**src/common/ctk_regs.svh**
```systemverilog
// constants of the coupler tune and keying control: timing, thresholds, timer slots
// assumes a single 250 MHz clock; power samples arrive in 0.1 W steps
`ifndef CTK_REGS_SVH
`define CTK_REGS_SVH

// ----------------------------------------------------------------
// clock and time base
// ----------------------------------------------------------------
`define CTK_CLK_HZ        64'd250000000
`define CTK_MS_PER_S      64'd1000
`define CTK_MS2CYC(ms)    ((((ms) * `CTK_CLK_HZ) / `CTK_MS_PER_S))
`define CTK_T_KPV_MS      64'd75
`define CTK_T_FAULT_MS    64'd750
`define CTK_T_MATCH_MS    64'd1000
`define CTK_T_SEQ_MS      64'd25000
`define CTK_T_BLINK_MS    64'd500
`define CTK_CNT_W         34

// ----------------------------------------------------------------
// power thresholds, 0.1 W per step
// ----------------------------------------------------------------
`define CTK_THR_5W        16'h0032
`define CTK_THR_15W       16'h0096
`define CTK_VSWR2_MUL     20'h00009

// ----------------------------------------------------------------
// timer slots
// ----------------------------------------------------------------
`define CTK_TM_KPV        0
`define CTK_TM_MATCH      1
`define CTK_TM_FAULT      2
`define CTK_TM_SEQ        3
`define CTK_TM_BLINK      4
`define CTK_TM_N          5

// ----------------------------------------------------------------
// reset values
// ----------------------------------------------------------------
`define CTK_OE_OFF        1'b1
`define CTK_POR_RST       1'b1

`endif

```
**src/common/ctk_pkg.sv**
```systemverilog
// types shared by the coupler tune and keying control
// assumes ctk_regs.svh supplies the numeric constants
package ctk_pkg;

    typedef enum logic [1:0] {
        CTK_HOMING,
        CTK_HOMED,
        CTK_TUNING,
        CTK_TUNED
    } ctk_seq_e;

    typedef struct packed {
        logic rechannel;
        logic key;
        logic elements_home;
        logic phase_inductive;
    } ctk_pins_s;

    typedef struct packed {
        logic tune_req;
        logic key_en_o;
        logic key_en_oe_n;
        logic key_en_sink;
        logic keyline_sink;
        logic status_o;
        logic status_oe_n;
        logic inductor_max;
        logic tuned;
        logic fault;
    } ctk_out_s;

endpackage

```
**src/rtl/ctk_coupler_ctrl.sv**
```systemverilog
// coupler tune request, key permit, key hold, fault and inductor forcing logic
// assumes pins arrive asynchronous, power samples come from an adc on CLK
`timescale 1ns/100ps
`include "ctk_regs.svh"

module ctk_coupler_ctrl
    import ctk_pkg::*;
#(
    parameter int unsigned     CW          = `CTK_CNT_W,
    parameter logic [CW-1:0]   P_KPV_CYC   = CW'(`CTK_MS2CYC(`CTK_T_KPV_MS)),
    parameter logic [CW-1:0]   P_MATCH_CYC = CW'(`CTK_MS2CYC(`CTK_T_MATCH_MS)),
    parameter logic [CW-1:0]   P_FAULT_CYC = CW'(`CTK_MS2CYC(`CTK_T_FAULT_MS)),
    parameter logic [CW-1:0]   P_SEQ_CYC   = CW'(`CTK_MS2CYC(`CTK_T_SEQ_MS)),
    parameter logic [CW-1:0]   P_BLINK_CYC = CW'(`CTK_MS2CYC(`CTK_T_BLINK_MS))
) (
    // clock and reset
    input  wire logic          CLK,
    input  wire logic          RST_N,
    // discrete pins from transmitter and tuning elements
    input  wire logic          RECHANNEL,
    input  wire logic          KEY,
    input  wire logic          ELEMENTS_HOME,
    input  wire logic          PHASE_INDUCTIVE,
    // detected power samples and threshold choice
    input  wire logic [15:0]   FWD_PWR,
    input  wire logic [15:0]   RFL_PWR,
    input  wire logic          THR_SEL,
    // transmitter control lines
    output logic               TUNE_REQ,
    output logic               KEY_EN_O,
    output logic               KEY_EN_OE_N,
    output logic               KEY_EN_SINK,
    output logic               KEYLINE_SINK,
    // indicator line
    output logic               STATUS_O,
    output logic               STATUS_OE_N,
    // servo forcing and status
    output logic               INDUCTOR_MAX,
    output logic               TUNED,
    output logic               FAULT
);

    localparam int TM_N = `CTK_TM_N;

    // ----------------------------------------------------------------
    // pin synchronisers
    // ----------------------------------------------------------------
    logic [3:0]      pin_raw;
    logic [3:0]      sync1_reg;
    logic [3:0]      sync2_reg;
    ctk_pins_s       pins;

    assign pin_raw = {RECHANNEL, KEY, ELEMENTS_HOME, PHASE_INDUCTIVE};

    for (genvar g = 0; g < 4; g++) begin : g_sync
        always_ff @(posedge CLK or negedge RST_N) begin
            if (!RST_N) begin
                sync1_reg[g] <= 1'b0;
                sync2_reg[g] <= 1'b0;
            end else begin
                sync1_reg[g] <= pin_raw[g];
                sync2_reg[g] <= sync1_reg[g];
            end
        end
    end

    assign pins = ctk_pins_s'(sync2_reg);

    // ----------------------------------------------------------------
    // restart: rechannel level or one cycle after power-on
    // ----------------------------------------------------------------
    logic            por_reg;
    logic            restart;

    always_ff @(posedge CLK or negedge RST_N) begin
        if (!RST_N) begin
            por_reg <= `CTK_POR_RST;
        end else begin
            por_reg <= 1'b0;
        end
    end

    assign restart = pins.rechannel | por_reg;

    // ----------------------------------------------------------------
    // power detection
    // ----------------------------------------------------------------
    logic [15:0]     fwd_thr;
    logic [19:0]     rfl_x9;
    logic            fwd_seen;
    logic            match_good;
    logic            kpv;

    // match_good means reflected power is below one ninth of forward
    assign fwd_thr    = THR_SEL ? `CTK_THR_15W : `CTK_THR_5W;
    assign fwd_seen   = FWD_PWR > fwd_thr;
    assign rfl_x9     = 20'(RFL_PWR) * `CTK_VSWR2_MUL;
    assign match_good = rfl_x9 < 20'(FWD_PWR);

    // ----------------------------------------------------------------
    // delay timers, one counter per slot
    // ----------------------------------------------------------------
    ctk_seq_e        seq_reg;
    ctk_seq_e        seq_next;
    logic            fault_reg;
    logic            fault_next;
    logic            fault_in;
    logic [CW-1:0]   cnt_reg  [TM_N];
    logic [CW-1:0]   cnt_next [TM_N];
    logic [CW-1:0]   lim      [TM_N];
    logic [TM_N-1:0] run;
    logic [TM_N-1:0] wrap_en;
    logic [TM_N-1:0] done;
    logic            homing_or_tuning;

    // counts are derived from the clock rate, shortened by parameter in simulation
    assign lim[`CTK_TM_KPV]   = P_KPV_CYC;
    assign lim[`CTK_TM_MATCH] = P_MATCH_CYC;
    assign lim[`CTK_TM_FAULT] = P_FAULT_CYC;
    assign lim[`CTK_TM_SEQ]   = P_SEQ_CYC;
    assign lim[`CTK_TM_BLINK] = CW'(P_BLINK_CYC - 1'b1);

    assign homing_or_tuning = (seq_reg == CTK_HOMING) || (seq_reg == CTK_TUNING);
    assign fault_in = done[`CTK_TM_SEQ] | (kpv & ~match_good);

    assign run[`CTK_TM_KPV]   = fwd_seen;
    assign run[`CTK_TM_MATCH] = match_good & kpv & (seq_reg == CTK_TUNING);
    assign run[`CTK_TM_FAULT] = fault_in;
    assign run[`CTK_TM_SEQ]   = homing_or_tuning;
    assign run[`CTK_TM_BLINK] = fault_reg;
    assign wrap_en = TM_N'(1) << `CTK_TM_BLINK;

    for (genvar t = 0; t < TM_N; t++) begin : g_tmr
        assign done[t] = cnt_reg[t] == lim[t];
        // restart clears every timer so no stale delay survives a rechannel
        assign cnt_next[t] = (restart || !run[t]) ? '0 :
                             done[t] ? (wrap_en[t] ? '0 : cnt_reg[t]) :
                             CW'(cnt_reg[t] + 1'b1);
        always_ff @(posedge CLK or negedge RST_N) begin
            if (!RST_N) begin
                cnt_reg[t] <= '0;
            end else begin
                cnt_reg[t] <= cnt_next[t];
            end
        end
    end

    // delayed forward power only counts while the key is down
    assign kpv = done[`CTK_TM_KPV] & pins.key;

    // ----------------------------------------------------------------
    // sequence state
    // ----------------------------------------------------------------
    always_comb begin
        seq_next = seq_reg;
        unique case (seq_reg)
            CTK_HOMING: begin
                if (pins.elements_home) begin
                    seq_next = CTK_HOMED;
                end
            end
            CTK_HOMED: begin
                if (pins.elements_home && kpv) begin
                    seq_next = CTK_TUNING;
                end
            end
            CTK_TUNING: begin
                if (done[`CTK_TM_MATCH]) begin
                    seq_next = CTK_TUNED;
                end
            end
            CTK_TUNED: begin
                seq_next = CTK_TUNED;
            end
        endcase
        if (restart) begin
            seq_next = CTK_HOMING;
        end
    end

    // ----------------------------------------------------------------
    // fault latch, key hold latch and blink phase
    // ----------------------------------------------------------------
    logic            fault_set;
    logic            hold_reg;
    logic            hold_next;
    logic            blink_reg;
    logic            blink_next;
    logic            tuned_now;

    assign tuned_now  = seq_reg == CTK_TUNED;
    assign fault_set  = done[`CTK_TM_FAULT];
    // set wins over restart so a fault landing on a one-cycle restart is not lost
    assign fault_next = fault_set | (fault_reg & ~restart);
    assign hold_next  = (hold_reg | pins.key) & ~tuned_now & ~fault_reg & ~restart;
    // indicator comes on at once when the fault latches, then toggles each half second
    assign blink_next = fault_reg ? (blink_reg ^ done[`CTK_TM_BLINK]) : 1'b1;

    always_ff @(posedge CLK or negedge RST_N) begin
        if (!RST_N) begin
            seq_reg   <= CTK_HOMING;
            fault_reg <= 1'b0;
            hold_reg  <= 1'b0;
            blink_reg <= 1'b1;
        end else begin
            seq_reg   <= seq_next;
            fault_reg <= fault_next;
            hold_reg  <= hold_next;
            blink_reg <= blink_next;
        end
    end

    // ----------------------------------------------------------------
    // output registers
    // ----------------------------------------------------------------
    ctk_out_s        out_reg;
    ctk_out_s        out_next;
    logic            permit;
    logic            ind_drive;

    assign permit    = ~fault_reg & (seq_reg != CTK_HOMING);
    assign ind_drive = hold_reg | fault_reg;

    always_comb begin
        out_next.tune_req     = ((seq_reg == CTK_TUNING) ||
                                 (pins.key && seq_reg == CTK_HOMED)) && !tuned_now;
        out_next.key_en_o     = permit;
        out_next.key_en_oe_n  = ~permit;
        out_next.key_en_sink  = permit;
        out_next.keyline_sink = hold_reg;
        out_next.status_o     = fault_reg ? blink_reg : 1'b1;
        out_next.status_oe_n  = ~ind_drive;
        // the four forcing conditions; inductive phase ends the forcing
        out_next.inductor_max = kpv && !match_good && (seq_reg == CTK_TUNING) &&
                                !pins.phase_inductive;
        out_next.tuned        = tuned_now;
        out_next.fault        = fault_reg;
    end

    always_ff @(posedge CLK or negedge RST_N) begin
        if (!RST_N) begin
            out_reg             <= '0;
            out_reg.key_en_oe_n <= `CTK_OE_OFF;
            out_reg.status_oe_n <= `CTK_OE_OFF;
        end else begin
            out_reg <= out_next;
        end
    end

    assign TUNE_REQ     = out_reg.tune_req;
    assign KEY_EN_O     = out_reg.key_en_o;
    assign KEY_EN_OE_N  = out_reg.key_en_oe_n;
    assign KEY_EN_SINK  = out_reg.key_en_sink;
    assign KEYLINE_SINK = out_reg.keyline_sink;
    assign STATUS_O     = out_reg.status_o;
    assign STATUS_OE_N  = out_reg.status_oe_n;
    assign INDUCTOR_MAX = out_reg.inductor_max;
    assign TUNED        = out_reg.tuned;
    assign FAULT        = out_reg.fault;

    // ----------------------------------------------------------------
    // checks
    // ----------------------------------------------------------------
    chk_tune_req_on: assert property (@(posedge CLK) disable iff (!RST_N)
        (seq_reg == CTK_TUNING) |=> TUNE_REQ)
        else $error("tune request missing while tuning");

    chk_tune_req_off: assert property (@(posedge CLK) disable iff (!RST_N)
        tuned_now |=> !TUNE_REQ)
        else $error("tune request still up after match");

    chk_permit_off: assert property (@(posedge CLK) disable iff (!RST_N)
        (fault_reg || seq_reg == CTK_HOMING) |=> (!KEY_EN_SINK && KEY_EN_OE_N))
        else $error("permit given while faulted or homing");

    chk_permit_float: assert property (@(posedge CLK) disable iff (!RST_N)
        KEY_EN_OE_N |-> (!KEY_EN_SINK && !KEY_EN_O))
        else $error("permit forms disagree");

    chk_hold_set: assert property (@(posedge CLK) disable iff (!RST_N)
        (pins.key && !tuned_now && !fault_reg && !restart) |=> hold_reg ##1 KEYLINE_SINK)
        else $error("key hold not latched");

    chk_hold_free: assert property (@(posedge CLK) disable iff (!RST_N)
        (hold_reg && (tuned_now || fault_reg || restart)) |=> !hold_reg)
        else $error("key hold not released");

    chk_match_delay: assert property (@(posedge CLK) disable iff (!RST_N)
        $rose(tuned_now) |-> $past(cnt_reg[`CTK_TM_MATCH]) == P_MATCH_CYC)
        else $error("matched state without full delay");

    chk_status_hold: assert property (@(posedge CLK) disable iff (!RST_N)
        (hold_reg && !fault_reg) |=> (STATUS_O && !STATUS_OE_N))
        else $error("indicator not steady while key held");

    chk_fault_clear: assert property (@(posedge CLK) disable iff (!RST_N)
        (restart && !fault_set) |=> !fault_reg)
        else $error("fault survived restart");

    chk_seq_timer_clr: assert property (@(posedge CLK) disable iff (!RST_N)
        (!homing_or_tuning || restart) |=> (cnt_reg[`CTK_TM_SEQ] == '0))
        else $error("sequence timer not cleared");

    chk_indmax_off: assert property (@(posedge CLK) disable iff (!RST_N)
        pins.phase_inductive |=> !INDUCTOR_MAX)
        else $error("inductor forcing with inductive phase");

    chk_restart_home: assert property (@(posedge CLK) disable iff (!RST_N)
        restart |=> (seq_reg == CTK_HOMING) ##1 KEY_EN_OE_N)
        else $error("restart did not enter homing");

endmodule

```
**config.mk**
```make
export PLATFORM = sky130hd
export DESIGN_NAME = ctk_coupler_ctrl
export DESIGN_NICKNAME = d
export VERILOG_FILES = /design/src/common/ctk_pkg.sv /design/src/rtl/ctk_coupler_ctrl.sv
export VERILOG_INCLUDE_DIRS = /design/src /design/src/common
export SDC_FILE = /design/constraint.sdc
export NUM_CORES = 1
export LEC_CHECK = 0
export BUFFER_PORTS_ARGS = -buffer_cell sky130_fd_sc_hd__buf_2
export CAP_MARGIN = 0
export CELL_PAD_IN_SITES_DETAIL_PLACEMENT = 1
export CELL_PAD_IN_SITES_GLOBAL_PLACEMENT = 1
export CORE_MARGIN = 2
export CORE_UTILIZATION = 25
export CTS_CLUSTER_DIAMETER = 80
export CTS_CLUSTER_SIZE = 14
export DETAILED_ROUTE_END_ITERATION = 7
export PLACE_DENSITY_LB_ADDON = 0.1
export SYNTH_ARGS = -nofsm -noshare
export SYNTH_HDL_FRONTEND = slang
export SYNTH_SLANG_ARGS = --single-unit
```
**constraint.sdc**
```tcl
create_clock -name CLK -period 2.11 [get_ports CLK]
set_input_delay 0.211 -clock CLK [delete_from_list [all_inputs] [get_ports CLK]]
set_output_delay 0.211 -clock CLK [all_outputs]
set_load 0.005 [all_outputs]
```
# After elaboration in Yosys (flattened, before gate mapping)
# Index checks and enable logic that the tools add are counted.
# op_classes
n_addsub,5
multipliers,1
n_lt_le_gt_ge,2
eq_ne,15
muxes,18
n_bitwise,21
reduce_logical,24
# ops
op,count
two-way mux 34 bit,10
adder 34 x 1 -> 34 bit (second input constant),5
equality test 34 x 28 -> 1 bit (second input constant),2
equality test 34 x 25 -> 1 bit (second input constant),1
equality test 34 x 27 -> 1 bit (second input constant),1
equality test 34 x 33 -> 1 bit (second input constant),1
less-than comparator 20 x 16 -> 1 bit,1
multiplier 16 x 4 -> 20 bit (second input constant),1
> comparator 16 x 8 -> 1 bit,1
AND 1 bit,9
inequality test 3 bit (second input constant),3
zero test 1 bit,8
two-way mux 2 bit,4
two-way mux 8 bit,1
inequality test 2 x 1 -> 1 bit (second input constant),4
case mux 2 bit (4 select lines),1
logical OR 1 bit,7
logical AND 1 bit,6
NOT 1 bit,6
bitwise OR 1 bit,5
equality test 2 bit (second input constant),2
AND reduction 3 bit,1
equality test 2 x 1 -> 1 bit (second input constant),1
zero test 2 bit,1
3 further kinds,4
# totals
register_bits,193
out_inout_bits,10

# Depth between registers and ports, before layout
# logic_depth
word_depth,8
depth_mapped,19
mapped_depth_nobuf,17

# Worst setup path before layout
# Ideal clock, no wire load.
# synth_timing
kind,input to register
from,input RFL_PWR[5]
to,register cnt_reg[116] in the netlist's numbering
setup_ps,69
arrival_ps,3982
slack_ps,-1941
stages,19
path_buffers,2
cell_sequence,ha_1 ha_1 and2_4 a221o_1 a21o_1 a21oi_1 o21bai_1 a21oi_1 xnor2_1 ha_1 a21oi_1 o22a_1 nand3_1 nor4_1 o211ai_1 or4_4 buf_6 buf_12 nor2_4
# synth_via
elab_chain_len,7
word_cells_on_any_way,8
# synth_rtl
element,line,text
"start, declared",ctk_coupler_ctrl.sv:26,"input wire logic [15:0] RFL_PWR,"
multiplier 16 x 4 -> 20 bit (no line) *,n/a,
less-than comparator 20 x 16 -> 1 bit *,ctk_coupler_ctrl.sv:98,assign match_good = rfl_x9 < 20'(FWD_PWR);
AND 1 bit * (2 in a row),ctk_coupler_ctrl.sv:127,assign run[`CTK_TM_MATCH] = match_good & kpv & (seq_reg == CTK_TUNING);
zero test 1 bit *,ctk_coupler_ctrl.sv:136,assign cnt_next[t] = (restart || !run[t]) ? '0 :
logical OR 1 bit *,ctk_coupler_ctrl.sv:136,
inequality test 2 x 1 -> 1 bit (no line) or two-way mux 34 bit (tied branches),n/a,
"end signal, assigned by index",ctk_coupler_ctrl.sv:143,cnt_reg[t] <= cnt_next[t];
"end, declared",ctk_coupler_ctrl.sv:108,logic [CW-1:0] cnt_reg [TM_N];
# Every way passes the cells marked *; elsewhere a longest branch is shown, timed or not.
# A chain may end at the register's enable or synchronous reset.

# Worst setup path in the final report
# layout_timing
from,input RFL_PWR[4]
to,register cnt_reg[117] in the netlist's numbering
# The elaborated chain is that of the path after synthesis.

==> metrics.txt <==
IO buf count 48; register area 4836 µm²; Yosys reg bits 193; synth warn 0; Routed WL per cell 15.36 µm; VDD IR max 0.6140 mV; Synth Area in Compound Gates 0.06818; mean post-synth cell area 9.796 µm²; P_sw 2.130 mW; relative slew slack 0.6731; CTS Root Cell clkbuf_16; critical path class primary input to flop; Chip Width 213.9 µm; gr ovfl total 0; slowest stage cell, crit path or4_4; Main synth FF type dfrtp_1; simple-gate share of the synthesized area 0.2630; count of final setup violators 73; multi-input logic area 6281 µm²; fin area 14,560 µm²; total power 7.971 mW; Clock Sinks 193; via count 8,920; largest net degree at the start of global routing 58; Num CTS Buffers 17; slowest stage delay, CP 0.67 ns; Pre-Repair DR Iteration Count 4; Tcrit/Tclk final 1.700; cell mode on critical path ha_1; post-synthesis cell type count 60; Clock Skew 0.01425 ns; Routed Antenna Nets 0; ys async rst share 1.000; Sw Ratio 0.2673; largest family of logic cells by synthesized area simple AND/OR/NAND/NOR gates; post-synth top area share 0.4295; first-pass GRT wire length 50,380 µm; GPL Wtd Cong 0.7441; area delta synth->final 32.23%; clock tree buffer depth 2; pre-CTS setup slack -1.937 ns; via/cell ratio 4.551; combinational share of power 0.123; mux share of post-synthesis cell area 0.004545; Pins Over Slew Limit 0; leakage 6.116 nW; Sequential Power Share 0.468; # DRC 0; xor and xnor area share after synthesis 0.1313; register area share after synthesis 0.4391; placed cell area 13,380 µm²; Final WS setup -1.476 ns; violated checks negative setup slack; die area 45,740 µm²; status finished, violations left; Clk Latency, worst-skew pair 0.46 ns; I/O pin total 49; f_max 278.9 MHz; GRT Overall Usage 0.1390; number of synthesized flops with an enable pin 0; post-placement cell count 1,903; CTS tree done; worst-margin pin slew 0.4780 ns; crit path DAT 3.97 ns; H-tree levels 4; final hold viol count 0; clock power share 0.409; adder-cell share of the synthesized area 0.06205; Critical Path Fanout Max 8; hpwl dp 21,530 µm; vias in the first global route 9,554; # nets final 1,454; synthesized net count 1,217; Starting Density 0.2545; # rows 76; Netlist Area Pre-Place 11,010 µm²; initial antenna violation count 1; Tmin final 3.586 ns; Max-cap violations 0; FILL cells 4,896; crit-path cells buf_2 > ha_1 > ha_2 > fa_2 > a21oi_4 > inv_1 > a21oi_2 > o21bai_1 > a21oi_1 > xnor2_1 > ha_1 > and4_4 > o31ai_1 > nor4_1 > nor4_2 > o211ai_1 > or4_4 > clkbuf_16 > nor2_4; share of cells above drive strength 1 0.2846; synth top area cells dfrtp_1, xor2_1, ha_1; worst min-delay path class primary input to asynchronous set/reset pin; clock slew at reported path FFs 0.07 ns; Worst setup SP type primary input; final WL 30,110 µm; cells after synthesis 1,124; TNS Setup -94.94 ns; Die H 213.9 µm; drt initial violations 351; CORE AREA 43,270 µm²; max reg flops 170; cell accounting for the most synthesized area dfrtp_1; Critical Path RT 2.50 ns; Cell Int Power 5.840 mW; CP Capture Type flop; Final Non-Filler Cells 1,960; unrepaired setup endpoints after global routing yes; Cell Pwr Density 547.5 nW/µm²
-- stage by stage --
step,util,hold slack [ns]
after floorplan,-,-0.08459
after global placement,0.3093,0.1996
after detailed placement,0.3093,0.2027
after CTS,0.3294,0.2652
after global routing,0.3364,0.2988
final,0.3365,0.2706
-- routing by layer --
metal,GRT usage,up-vias,part of all wire
met5,0,-,0
met4,0.03999,0,0.012
li1,-,4398,-
met1,0.1940,4424,0.51
met2,0.2222,74,0.45
met3,0.02168,24,0.021
-- cell usage after synthesis, drive strengths merged, types with 11 or more instances --
cell,n
and2,11
nand3,61
clkbuf,24
and3,40
nor2,166
xor2,100
a211oi,32
nand4,46
nor3,21
nor4,28
and4,13
ha,53
a21oi,35
dfrtp,189
inv,41
nand2,77
o21ai,13
xnor2,65
-- critical path, delay by kind of cell --
family,cells,cell delay [ns]
and+or+nand+nor,5,1.25
adders and majority gates,4,1.18
AOI/OAI and AO/OA,6,0.75
buffers and inverters,3,0.44
xor gates and xnor gates,1,0.14
-- layout by cell type (no fill, tap or decap), types with 19 or more instances in the layout --
master,instances
nor2_4,32
inv_1,40
xnor2_1,64
xor2_1,99
a21oi_1,27
nand3_1,54
buf_2,45
buf_4,180
and3_1,36
clkbuf_16,19
nand4_1,46
dfrtp_1,188
a211oi_1,26
nand2_1,76
nor2_1,132
ha_1,41
-- cells by family after synthesis --
| group | after synthesis |
|---|---|
| other cells | 1 |
| flops | 193 |
| compound gates | 113 |
| buf+inv | 75 |
| mux | 5 |
| simple gates | 518 |
| fa+ha+maj | 54 |
| xor+xnor | 165 |
-- cell type report --
class,count,area share
Antenna cell,1,0.0001719
Clock buffer,20,0.02999
Clock inverter,12,0.008422
Inverter,41,0.01057
Multi-Input combinational cell,856,0.4314
Sequential cell,193,0.3322
Tap cell,585,0.05027
Timing Repair Buffer,252,0.1370
-- power by group through the flow --
stage / combinational, mW / sequential (mW) / clock, mW
5_1_grt: 1.11 / 3.73 / 3.55
3_5_place_dp: 0.932 / 3.80 / 0
3_3_place_gp: 0.931 / 3.80 / 0
6_report: 0.982 / 3.73 / 3.26
4_1_cts: 0.991 / 3.73 / 3.42
2_1_floorplan: 0.448 / 3.80 / 0
-- worst paths after layout --
path	to	cells after the start	slack [ns]	startpoint
max	cnt_reg[117]	19	-1.48	RFL_PWR[4]
min	cnt_reg[31]	2	0.27	RST_N
max reg2reg	cnt_reg[117]	9	-0.45	cnt_reg[166]
min reg2reg	pins[0]	0	0.38	sync1_reg[0]
max in group asynchronous	por_reg	3	1.07	RST_N
min in group CLK	pins[0]	0	0.38	sync1_reg[0]
-- repair_timing --
item                                    4_1_cts  5_1_grt
gates cloned                                  1        2
endpoints found under the setup margin       84      128
buffers inserted                              7       12
hold buffers                                  5        0
hold endpoints to repair                     48        0
resized for setup                            40       43
pin swaps                                     7       22
Note: power is estimated with default switching activity, not from simulation.
